$ cat config.mk
export PLATFORM = sky130hd
export DESIGN_NAME = msc_top
export DESIGN_NICKNAME = d
export VERILOG_FILES = /design/src/hw/msc_pkg.sv /design/src/hw/msc_top.sv
export VERILOG_INCLUDE_DIRS = /design/src /design/src/hw
export SDC_FILE = /design/constraint.sdc
export NUM_CORES = 1
export LEC_CHECK = 0
export BUFFER_PORTS_ARGS = -buffer_cell sky130_fd_sc_hd__buf_2
export CORE_ASPECT_RATIO = 0.7
export CORE_MARGIN = 3
export CORE_UTILIZATION = 50
export CTS_CLUSTER_SIZE = 16
export DETAILED_ROUTE_END_ITERATION = 16
export GPL_ROUTABILITY_DRIVEN = 0
export HOLD_SLACK_MARGIN = 0.12
export MAX_ROUTING_LAYER = met4
export PLACE_DENSITY = 0.71
export SETUP_SLACK_MARGIN = 0.2
export SYNTH_ARGS = -nofsm -noshare
export SYNTH_HDL_FRONTEND = slang
export SYNTH_SLANG_ARGS = --single-unit
$ cat constraint.sdc
create_clock -name clk -period 2.9 [get_ports clk]
set_input_delay 0.58 -clock clk [delete_from_list [all_inputs] [get_ports clk]]
set_output_delay 0.58 -clock clk [all_outputs]
set_load 0.01 [all_outputs]
$ cat src/hw/msc_defs.svh
`ifndef MSC_DEFS_SVH
`define MSC_DEFS_SVH

// ----------------------------------------------------------------
// Word widths and field layout
// ----------------------------------------------------------------
`define MSC_SLOT_WORD_W 16
`define MSC_SLOT_LSB    0
`define MSC_SLOT_W      4
`define MSC_CHASSIS_LSB 4
`define MSC_CHASSIS_W   5
`define MSC_CFG_W       32
`define MSC_ID_W        32
`define MSC_PIN_W       4

// ----------------------------------------------------------------
// Reset values
// ----------------------------------------------------------------
`define MSC_CFG_RESET   32'h0000_0000
`define MSC_SLOT_RESET  16'h0000
`define MSC_CHASSIS_DEF 5'h00
`define MSC_PIN_IDLE    4'hc

`endif

$ cat src/hw/msc_pkg.sv
package msc_pkg;

    // Serial pins from the acquisition controller
    typedef struct packed {
        logic sclk;
        logic strobe_n;
        logic dsel;
        logic sdi;
    } msc_pins_s;

    // Slot controller states, Gray along idle -> shift -> select
    typedef enum logic [1:0] {
        MSC_IDLE   = 2'b00,
        MSC_SHIFT  = 2'b01,
        MSC_SELECT = 2'b11
    } msc_slot_state_e;

endpackage : msc_pkg

$ cat src/hw/msc_top.sv
`timescale 1ns/1ps
`include "msc_defs.svh"

module msc_top #(
    parameter int                          NUM_SLOTS    = 16,
    parameter int                          MODULE_SLOT  = 1,
    parameter bit                          ADDRESSABLE  = 1'b1,
    parameter logic [`MSC_CHASSIS_W-1:0]   CHASSIS_ADDR = `MSC_CHASSIS_DEF,
    // Arbitrary identification value
    parameter logic [`MSC_ID_W-1:0]        MODULE_ID    = 32'h5a3c_0f01
) (
    // Clock and reset
    input  wire logic                      clk,
    input  wire logic                      rst,
    // Serial link pins from the controller
    input  wire logic                      host_serial_data_in,
    input  wire logic                      data_address_select,
    input  wire logic                      slot_select_strobe_n,
    input  wire logic                      host_serial_clock,
    output logic                           host_serial_data_out,
    // Slot select lines, active low, one per slot
    output logic [NUM_SLOTS-1:0]           slot_select_n,
    // Module side
    output logic                           module_select_n,
    output logic [`MSC_CFG_W-1:0]          config_word
);

    // ----------------------------------------------------------------
    // Pin synchronisers
    // ----------------------------------------------------------------
    // Three flops per pin; a change counts only once stages two and
    // three agree, which also rejects a single-cycle glitch.
    logic [`MSC_PIN_W-1:0]  s1_reg;
    logic [`MSC_PIN_W-1:0]  s1_next;
    logic [`MSC_PIN_W-1:0]  s2_reg;
    logic [`MSC_PIN_W-1:0]  s2_next;
    logic [`MSC_PIN_W-1:0]  s3_reg;
    logic [`MSC_PIN_W-1:0]  s3_next;
    logic [`MSC_PIN_W-1:0]  filt_reg;
    logic [`MSC_PIN_W-1:0]  filt_next;
    logic [`MSC_PIN_W-1:0]  prev_reg;
    logic [`MSC_PIN_W-1:0]  prev_next;
    msc_pkg::msc_pins_s     pins_raw;
    msc_pkg::msc_pins_s     link;
    msc_pkg::msc_pins_s     link_prev;

    assign pins_raw.sclk     = host_serial_clock;
    assign pins_raw.strobe_n = slot_select_strobe_n;
    assign pins_raw.dsel     = data_address_select;
    assign pins_raw.sdi      = host_serial_data_in;

    always_comb begin
        s1_next   = pins_raw;
        s2_next   = s1_reg;
        s3_next   = s2_reg;
        prev_next = filt_reg;
    end

    genvar gi;
    generate
        for (gi = 0; gi < `MSC_PIN_W; gi++) begin : g_filt
            assign filt_next[gi] = (s2_reg[gi] == s3_reg[gi]) ? s3_reg[gi] : filt_reg[gi];
        end
    endgenerate

    // Idle levels: clock high, strobe high, so no false edge after reset
    always_ff @(posedge clk) begin
        if (rst) begin
            s1_reg   <= `MSC_PIN_IDLE;
            s2_reg   <= `MSC_PIN_IDLE;
            s3_reg   <= `MSC_PIN_IDLE;
            filt_reg <= `MSC_PIN_IDLE;
            prev_reg <= `MSC_PIN_IDLE;
        end else begin
            s1_reg   <= s1_next;
            s2_reg   <= s2_next;
            s3_reg   <= s3_next;
            filt_reg <= filt_next;
            prev_reg <= prev_next;
        end
    end

    assign link      = filt_reg;
    assign link_prev = prev_reg;

    // ----------------------------------------------------------------
    // Link edge detection
    // ----------------------------------------------------------------
    // Edges come from the filtered copies only, so every consumer below
    // sees data and clock with the same latency and in the same order.
    logic sclk_rise;
    logic sclk_fall;
    logic strobe_rise;

    assign sclk_rise   = link.sclk & ~link_prev.sclk;
    assign sclk_fall   = ~link.sclk & link_prev.sclk;
    assign strobe_rise = link.strobe_n & ~link_prev.strobe_n;

    // ----------------------------------------------------------------
    // Slot controller
    // ----------------------------------------------------------------
    msc_pkg::msc_slot_state_e     state_reg;
    msc_pkg::msc_slot_state_e     state_next;
    logic [`MSC_SLOT_WORD_W-1:0]  slot_word_reg;
    logic [`MSC_SLOT_WORD_W-1:0]  slot_word_next;
    logic [NUM_SLOTS-1:0]         sel_n_reg;
    logic [NUM_SLOTS-1:0]         sel_n_next;
    logic [NUM_SLOTS-1:0]         slot_hit;
    logic [`MSC_SLOT_W-1:0]       slot_field;
    logic [`MSC_CHASSIS_W-1:0]    chassis_field;
    logic                         chassis_match;
    logic                         slot_shift;

    assign slot_field    = slot_word_reg[`MSC_SLOT_LSB +: `MSC_SLOT_W];
    assign chassis_field = slot_word_reg[`MSC_CHASSIS_LSB +: `MSC_CHASSIS_W];
    // A non-addressable chassis ignores the chassis field entirely
    assign chassis_match = !ADDRESSABLE || (chassis_field == CHASSIS_ADDR);

    // Slot 0 is the controller itself and never gets a select line
    generate
        for (gi = 0; gi < NUM_SLOTS; gi++) begin : g_decode
            if (gi == 0) begin : g_self
                assign slot_hit[gi] = 1'b0;
            end else begin : g_mod
                assign slot_hit[gi] = chassis_match &&
                                      (slot_field == `MSC_SLOT_W'(gi));
            end
        end
    endgenerate

    always_comb begin
        state_next = state_reg;
        sel_n_next = sel_n_reg;
        case (state_reg)
            msc_pkg::MSC_IDLE: begin
                if (!link.strobe_n) begin
                    sel_n_next = '1;
                    state_next = msc_pkg::MSC_SHIFT;
                end
            end
            msc_pkg::MSC_SHIFT: begin
                sel_n_next = '1;
                if (strobe_rise) begin
                    sel_n_next = ~slot_hit;
                    state_next = msc_pkg::MSC_SELECT;
                end
            end
            msc_pkg::MSC_SELECT: begin
                if (!link.strobe_n) begin
                    sel_n_next = '1;
                    state_next = msc_pkg::MSC_SHIFT;
                end
            end
            default: begin
                sel_n_next = '1;
                state_next = msc_pkg::MSC_IDLE;
            end
        endcase
    end

    always_ff @(posedge clk) begin
        if (rst) begin
            state_reg <= msc_pkg::MSC_IDLE;
            sel_n_reg <= '1;
        end else begin
            state_reg <= state_next;
            sel_n_reg <= sel_n_next;
        end
    end

    // Slot word: a rise in the same cycle as the strobe rise is dropped,
    // because the decode has already taken the word as it stood.
    assign slot_shift = (state_reg == msc_pkg::MSC_SHIFT) && !strobe_rise && sclk_rise;

    always_comb begin
        slot_word_next = slot_word_reg;
        if (slot_shift) begin
            slot_word_next = {slot_word_reg[`MSC_SLOT_WORD_W-2:0], link.sdi};
        end
    end

    always_ff @(posedge clk) begin
        if (rst) begin
            slot_word_reg <= `MSC_SLOT_RESET;
        end else begin
            slot_word_reg <= slot_word_next;
        end
    end

    // ----------------------------------------------------------------
    // Module select
    // ----------------------------------------------------------------
    // Everything below keys off this one registered line, so the
    // module never sees a half-decoded slot word.
    logic                   mod_selected;

    assign mod_selected = !sel_n_reg[MODULE_SLOT];

    // ----------------------------------------------------------------
    // Link arming
    // ----------------------------------------------------------------
    // A clock that is low when the module gets selected belongs to a bit
    // that began before selection; its rise must not reach the registers.
    logic                   armed_reg;
    logic                   armed_next;

    always_comb begin
        armed_next = armed_reg;
        if (!mod_selected) begin
            armed_next = 1'b0;
        end else if (link.sclk) begin
            armed_next = 1'b1;
        end
    end

    always_ff @(posedge clk) begin
        if (rst) begin
            armed_reg <= 1'b0;
        end else begin
            armed_reg <= armed_next;
        end
    end

    // ----------------------------------------------------------------
    // Configuration shift register
    // ----------------------------------------------------------------
    logic [`MSC_CFG_W-1:0]  cfg_reg;
    logic [`MSC_CFG_W-1:0]  cfg_next;
    logic                   cfg_shift;

    // A low data/address select during a readout lands here too:
    // the register cannot tell a stray clock from a real write.
    assign cfg_shift = mod_selected && armed_reg && sclk_rise && !link.dsel;

    always_comb begin
        cfg_next = cfg_reg;
        if (cfg_shift) begin
            cfg_next = {cfg_reg[`MSC_CFG_W-2:0], link.sdi};
        end
    end

    // Not cleared on deselect: the last word written stays in force
    always_ff @(posedge clk) begin
        if (rst) begin
            cfg_reg <= `MSC_CFG_RESET;
        end else begin
            cfg_reg <= cfg_next;
        end
    end

    // ----------------------------------------------------------------
    // Identification readout
    // ----------------------------------------------------------------
    localparam int ID_CNT_W = $clog2(`MSC_ID_W + 1);

    logic [`MSC_ID_W-1:0]   id_reg;
    logic [`MSC_ID_W-1:0]   id_next;
    logic [ID_CNT_W-1:0]    id_cnt_reg;
    logic [ID_CNT_W-1:0]    id_cnt_next;
    logic                   id_shift;
    logic                   id_spent;
    logic                   dout_reg;
    logic                   dout_next;

    assign id_shift = mod_selected && armed_reg && sclk_fall && link.dsel;
    // The counter, not the zero fill, decides when the word is used up,
    // so no fill pattern can leak past the last bit.
    assign id_spent = (id_cnt_reg == ID_CNT_W'(`MSC_ID_W));

    always_comb begin
        id_next     = id_reg;
        id_cnt_next = id_cnt_reg;
        dout_next   = dout_reg;
        if (!mod_selected) begin
            id_next     = MODULE_ID;
            id_cnt_next = '0;
            dout_next   = 1'b0;
        end else if (id_shift) begin
            if (id_spent) begin
                dout_next = 1'b0;
            end else begin
                dout_next   = id_reg[`MSC_ID_W-1];
                id_next     = {id_reg[`MSC_ID_W-2:0], 1'b0};
                id_cnt_next = id_cnt_reg + ID_CNT_W'(1);
            end
        end
    end

    always_ff @(posedge clk) begin
        if (rst) begin
            id_reg     <= MODULE_ID;
            id_cnt_reg <= '0;
            dout_reg   <= 1'b0;
        end else begin
            id_reg     <= id_next;
            id_cnt_reg <= id_cnt_next;
            dout_reg   <= dout_next;
        end
    end

    // ----------------------------------------------------------------
    // Outputs
    // ----------------------------------------------------------------
    assign host_serial_data_out = dout_reg;
    assign slot_select_n        = sel_n_reg;
    assign module_select_n      = sel_n_reg[MODULE_SLOT];
    assign config_word          = cfg_reg;

endmodule : msc_top

==> summary.txt <==
Timing
  • Final setup vio count: 0
  • Slew margin rel.: 30.6%
  • Final number of max-transition violations: 0
  • Final Hold Violating Endpoints: 0
  • Final Hold Slack: 363 ps
  • Minimum clock period: 1990 ps
  • Share of the cycle needed by the critical path after routing: between 60 and 70%
  • Minimum setup slack in the final design: 915 ps
  • Worst slew pin tran: 1040 ps
  • Sum Neg Setup Slack: 0 ps
  • Setup repair after global routing missed its margin: no
  • Final setup skew: 5.18 ps
  • Fmax achieved: 504 MHz

Drt
  • Number of detailed-routing iterations run before antenna repair: 4
  • Routed via count: between 3,000 and 4,000
  • Violation count after the first detailed-routing iteration: 202
  • Detail Route Antenna Nets: 0
  • DRT Wirelength: a little under 8000 um
  • Average routed wire per standard cell: 13.0 um
  • Remaining routing DRC violations: 0
  • Ratio of routed vias to standard cells: 5.16

CTS
  • Hold bufs inserted after CTS: 0
  • Setup Buffers After CTS: 0
  • Clock sink count: 116
  • TritonCTS buffer count: 17
  • Resized Gates After CTS: 0
  • Clk Tree Root Cell: sky130_fd_sc_hd__clkbuf_16
  • Clock-pin slew on the worst setup and hold paths: 50 ps
  • Clock network latency to the later pin of the worst-skew pair: 400 ps
  • CTS tree: built
  • Count of H-tree levels built during CTS: 4
  • Buffers from clock root to sink, at most: 2

Floorplanning
  • FP Rows: 27
  • Top Ports: 56
  • Effective utilization at floorplan: around 52%
  • Floorplan core area: 8010 sq um
  • Height of the die: 82.7 um
  • Full die area: 9550 sq um
  • Die W: between 100 and 150 um

Finish
  • Number of fill cells in the layout: 647
  • Diode insertion count for antenna repair: 0
  • Nets: between 500 and 600
  • Layout overhead on the synthesized area: 21.0%
  • Post-route design area: approximately 5000 sq um
  • Reg area: 2320 sq um
  • Final standard cell utilization of the core: 63.5%
  • Multi-input gate area in the final layout: 1730 sq um
  • Share of final-layout standard cells stronger than drive strength 1: 19.4%

Power
  • Maximum resistive drop on vdd: 0.414 mV
  • Leakage dissipation: 0.00191 uW
  • Power density of the placed cells: 748 nW/um^2

Worst setup path
  • Launching element type of the critical path: flop
  • Launch point of the worst reg-to-reg path: slot_select_n[1]$_SDFFE_PP1P_
  • Start-to-end type of the worst setup path: reg -> reg
  • Critical-path maximum fanout: 28
  • Critical Path End Type: flop
  • Critical path origin: slot_select_n[1]$_SDFFE_PP1P_
  • Critical path data arrival time: 2300 ps
  • Required time of the critical path: roughly 3200 ps

Logic synthesis
  • Async SR Flop Fraction: 0%
  • Number of cells produced by synthesis: 445
  • Post-Syn Area: roughly 4200 sq um
  • Sequential fraction of the synthesis area: 55.3%
  • Flop and latch count out of synthesis: about 120
  • Main synth FF type: sky130_fd_sc_hd__dfxtp_1
  • Average instance area after synthesis: 9.44 sq um
  • Number of synthesis warnings: 0
  • Library cells used by synthesis: 39
  • EDFF count, synth: 0
  • Net count of the mapped netlist: between 400 and 500

Outcome
  • Outcome: completed

Global route
  • Wire length of the first global-routing pass: around 13,000 um
  • Final global-route overflow total: 0
  • Number of antenna violations at the first check in global routing: 0
  • Global-route usage over all layers: 18.4%
  • Pin count of the biggest net entering global routing: 52
  • Via count of the first global-routing pass: between 2,000 and 3,000

Placed design
  • Dpl ws: 886 ps
  • Area after detailed placement: 4490 sq um
  • Half-perimeter wire length after placement: 5170 um
  • Port Buffer Count: 54

Min path
  • Worst hold start: slot_select_strobe_n
  • Worst hold path type: in -> reg

Flow run
  • Number of maximum-capacitance constraint violations: 0
## cells in the mapped netlist, drive strengths merged (4+ instances only)
cell type	instances	area, sq um
mux2i	37	370
nor2b	7	43.8
o22a	15	131
inv	5	18.8
clkbuf	20	75.1
nand2	93	349
dfxtp	116	2320
nand3	13	65.1
ha	5	62.6
nor3	4	20.0
o21ai	9	45.0
or2	11	68.8
a21oi	40	200
nor2	34	144
buf	9	62.6
## logic make-up after synthesis
family | Yosys count | synth area share (%)
AOI/OAI and AO/OA | 71 | 10.2
xor gates and xnor gates | 3 | 0.626
adders and majority gates | 5 | 1.49
buffers and inverters | 34 | 3.72
DFF | 116 | 55.3
muxes | 37 | 8.82
other | 1 | 0.0893
and+or+nand+nor | 178 | 19.7
## critical path, cell delays in order (launching register included)
cell and delay, ps:
sky130_fd_sc_hd__dfxtp_1 350, sky130_fd_sc_hd__nand4b_2 310, sky130_fd_sc_hd__or2_1 430, sky130_fd_sc_hd__nor2_8 530, sky130_fd_sc_hd__mux2i_1 270
## report_power, final
part	switching (uW)	leakage [uW]	internal (uW)	total [uW]
clock	671	0.000290	1390	2060
combinational	80.8	0.000678	44.1	125
sequential	10.3	0.000938	1610	1620
total	762	0.00191	3040	3800
## final timing paths
path	endpoint	depth (start not counted)	slack, ps
max	id_reg[14]$_SDFFE_PP0P_	4	910
min	s1_reg[2]$_SDFF_PP1_	2	360
max reg2reg	id_reg[14]$_SDFFE_PP0P_	4	910
min reg2reg	s2_reg[2]$_SDFF_PP1_	1	410
## final cells by class
cell class / instances / area share (%)
flip-flops and latches: 116 / 45.7
multi-input cells: 295 / 34.0
clock buffers: 22 / 9.14
repair buffers: 57 / 5.76
clock inverters: 10 / 2.56
well taps: 101 / 2.49
inverters: 5 / 0.369
## layer usage
layer	GRT usage [%]	vias up	wire length, um
li1	-	1590	-
met1	23.1	1452	3890
met2	25.9	74	3420
met3	7.06	9	445
met4	9.03	0	91
met5	-	-	0
## stage by stage
stage | cells | power, uW
floorplan | 445 | 1750
global placement | 574 | 1770
detailed placement | 574 | 1780
CTS | 606 | 3840
global route | 606 | 3940
finish | 606 | 3800
## layout by cell type, fill, tap and decap left out, drive strengths merged
| master | n |
|---|---|
| dfxtp | 116 |
| nand2 | 93 |
| buf | 57 |
| a21oi | 40 |
| mux2i | 37 |
| nor2 | 34 |
| clkbuf | 22 |
| o22a | 15 |
| nand3 | 13 |
| or2 | 11 |
| o21ai | 9 |
| nor2b | 7 |
| inv | 5 |
| ha | 5 |
| clkinv | 5 |
| nor3 | 4 |
| nand2b | 3 |
| or4 | 3 |
| xnor2 | 3 |
| bufinv | 3 |
| nand3b | 2 |
| o21bai | 2 |
| clkinvlp | 2 |
| nand4b | 2 |
| nor4 | 2 |
| a21boi | 1 |
| a211oi | 1 |
| or3 | 1 |
| nor3b | 1 |
| nor4bb | 1 |
| a211o | 1 |
| a21o | 1 |
| nand4 | 1 |
| o31ai | 1 |
| conb | 1 |
Power figures use the tool's default switching activity.
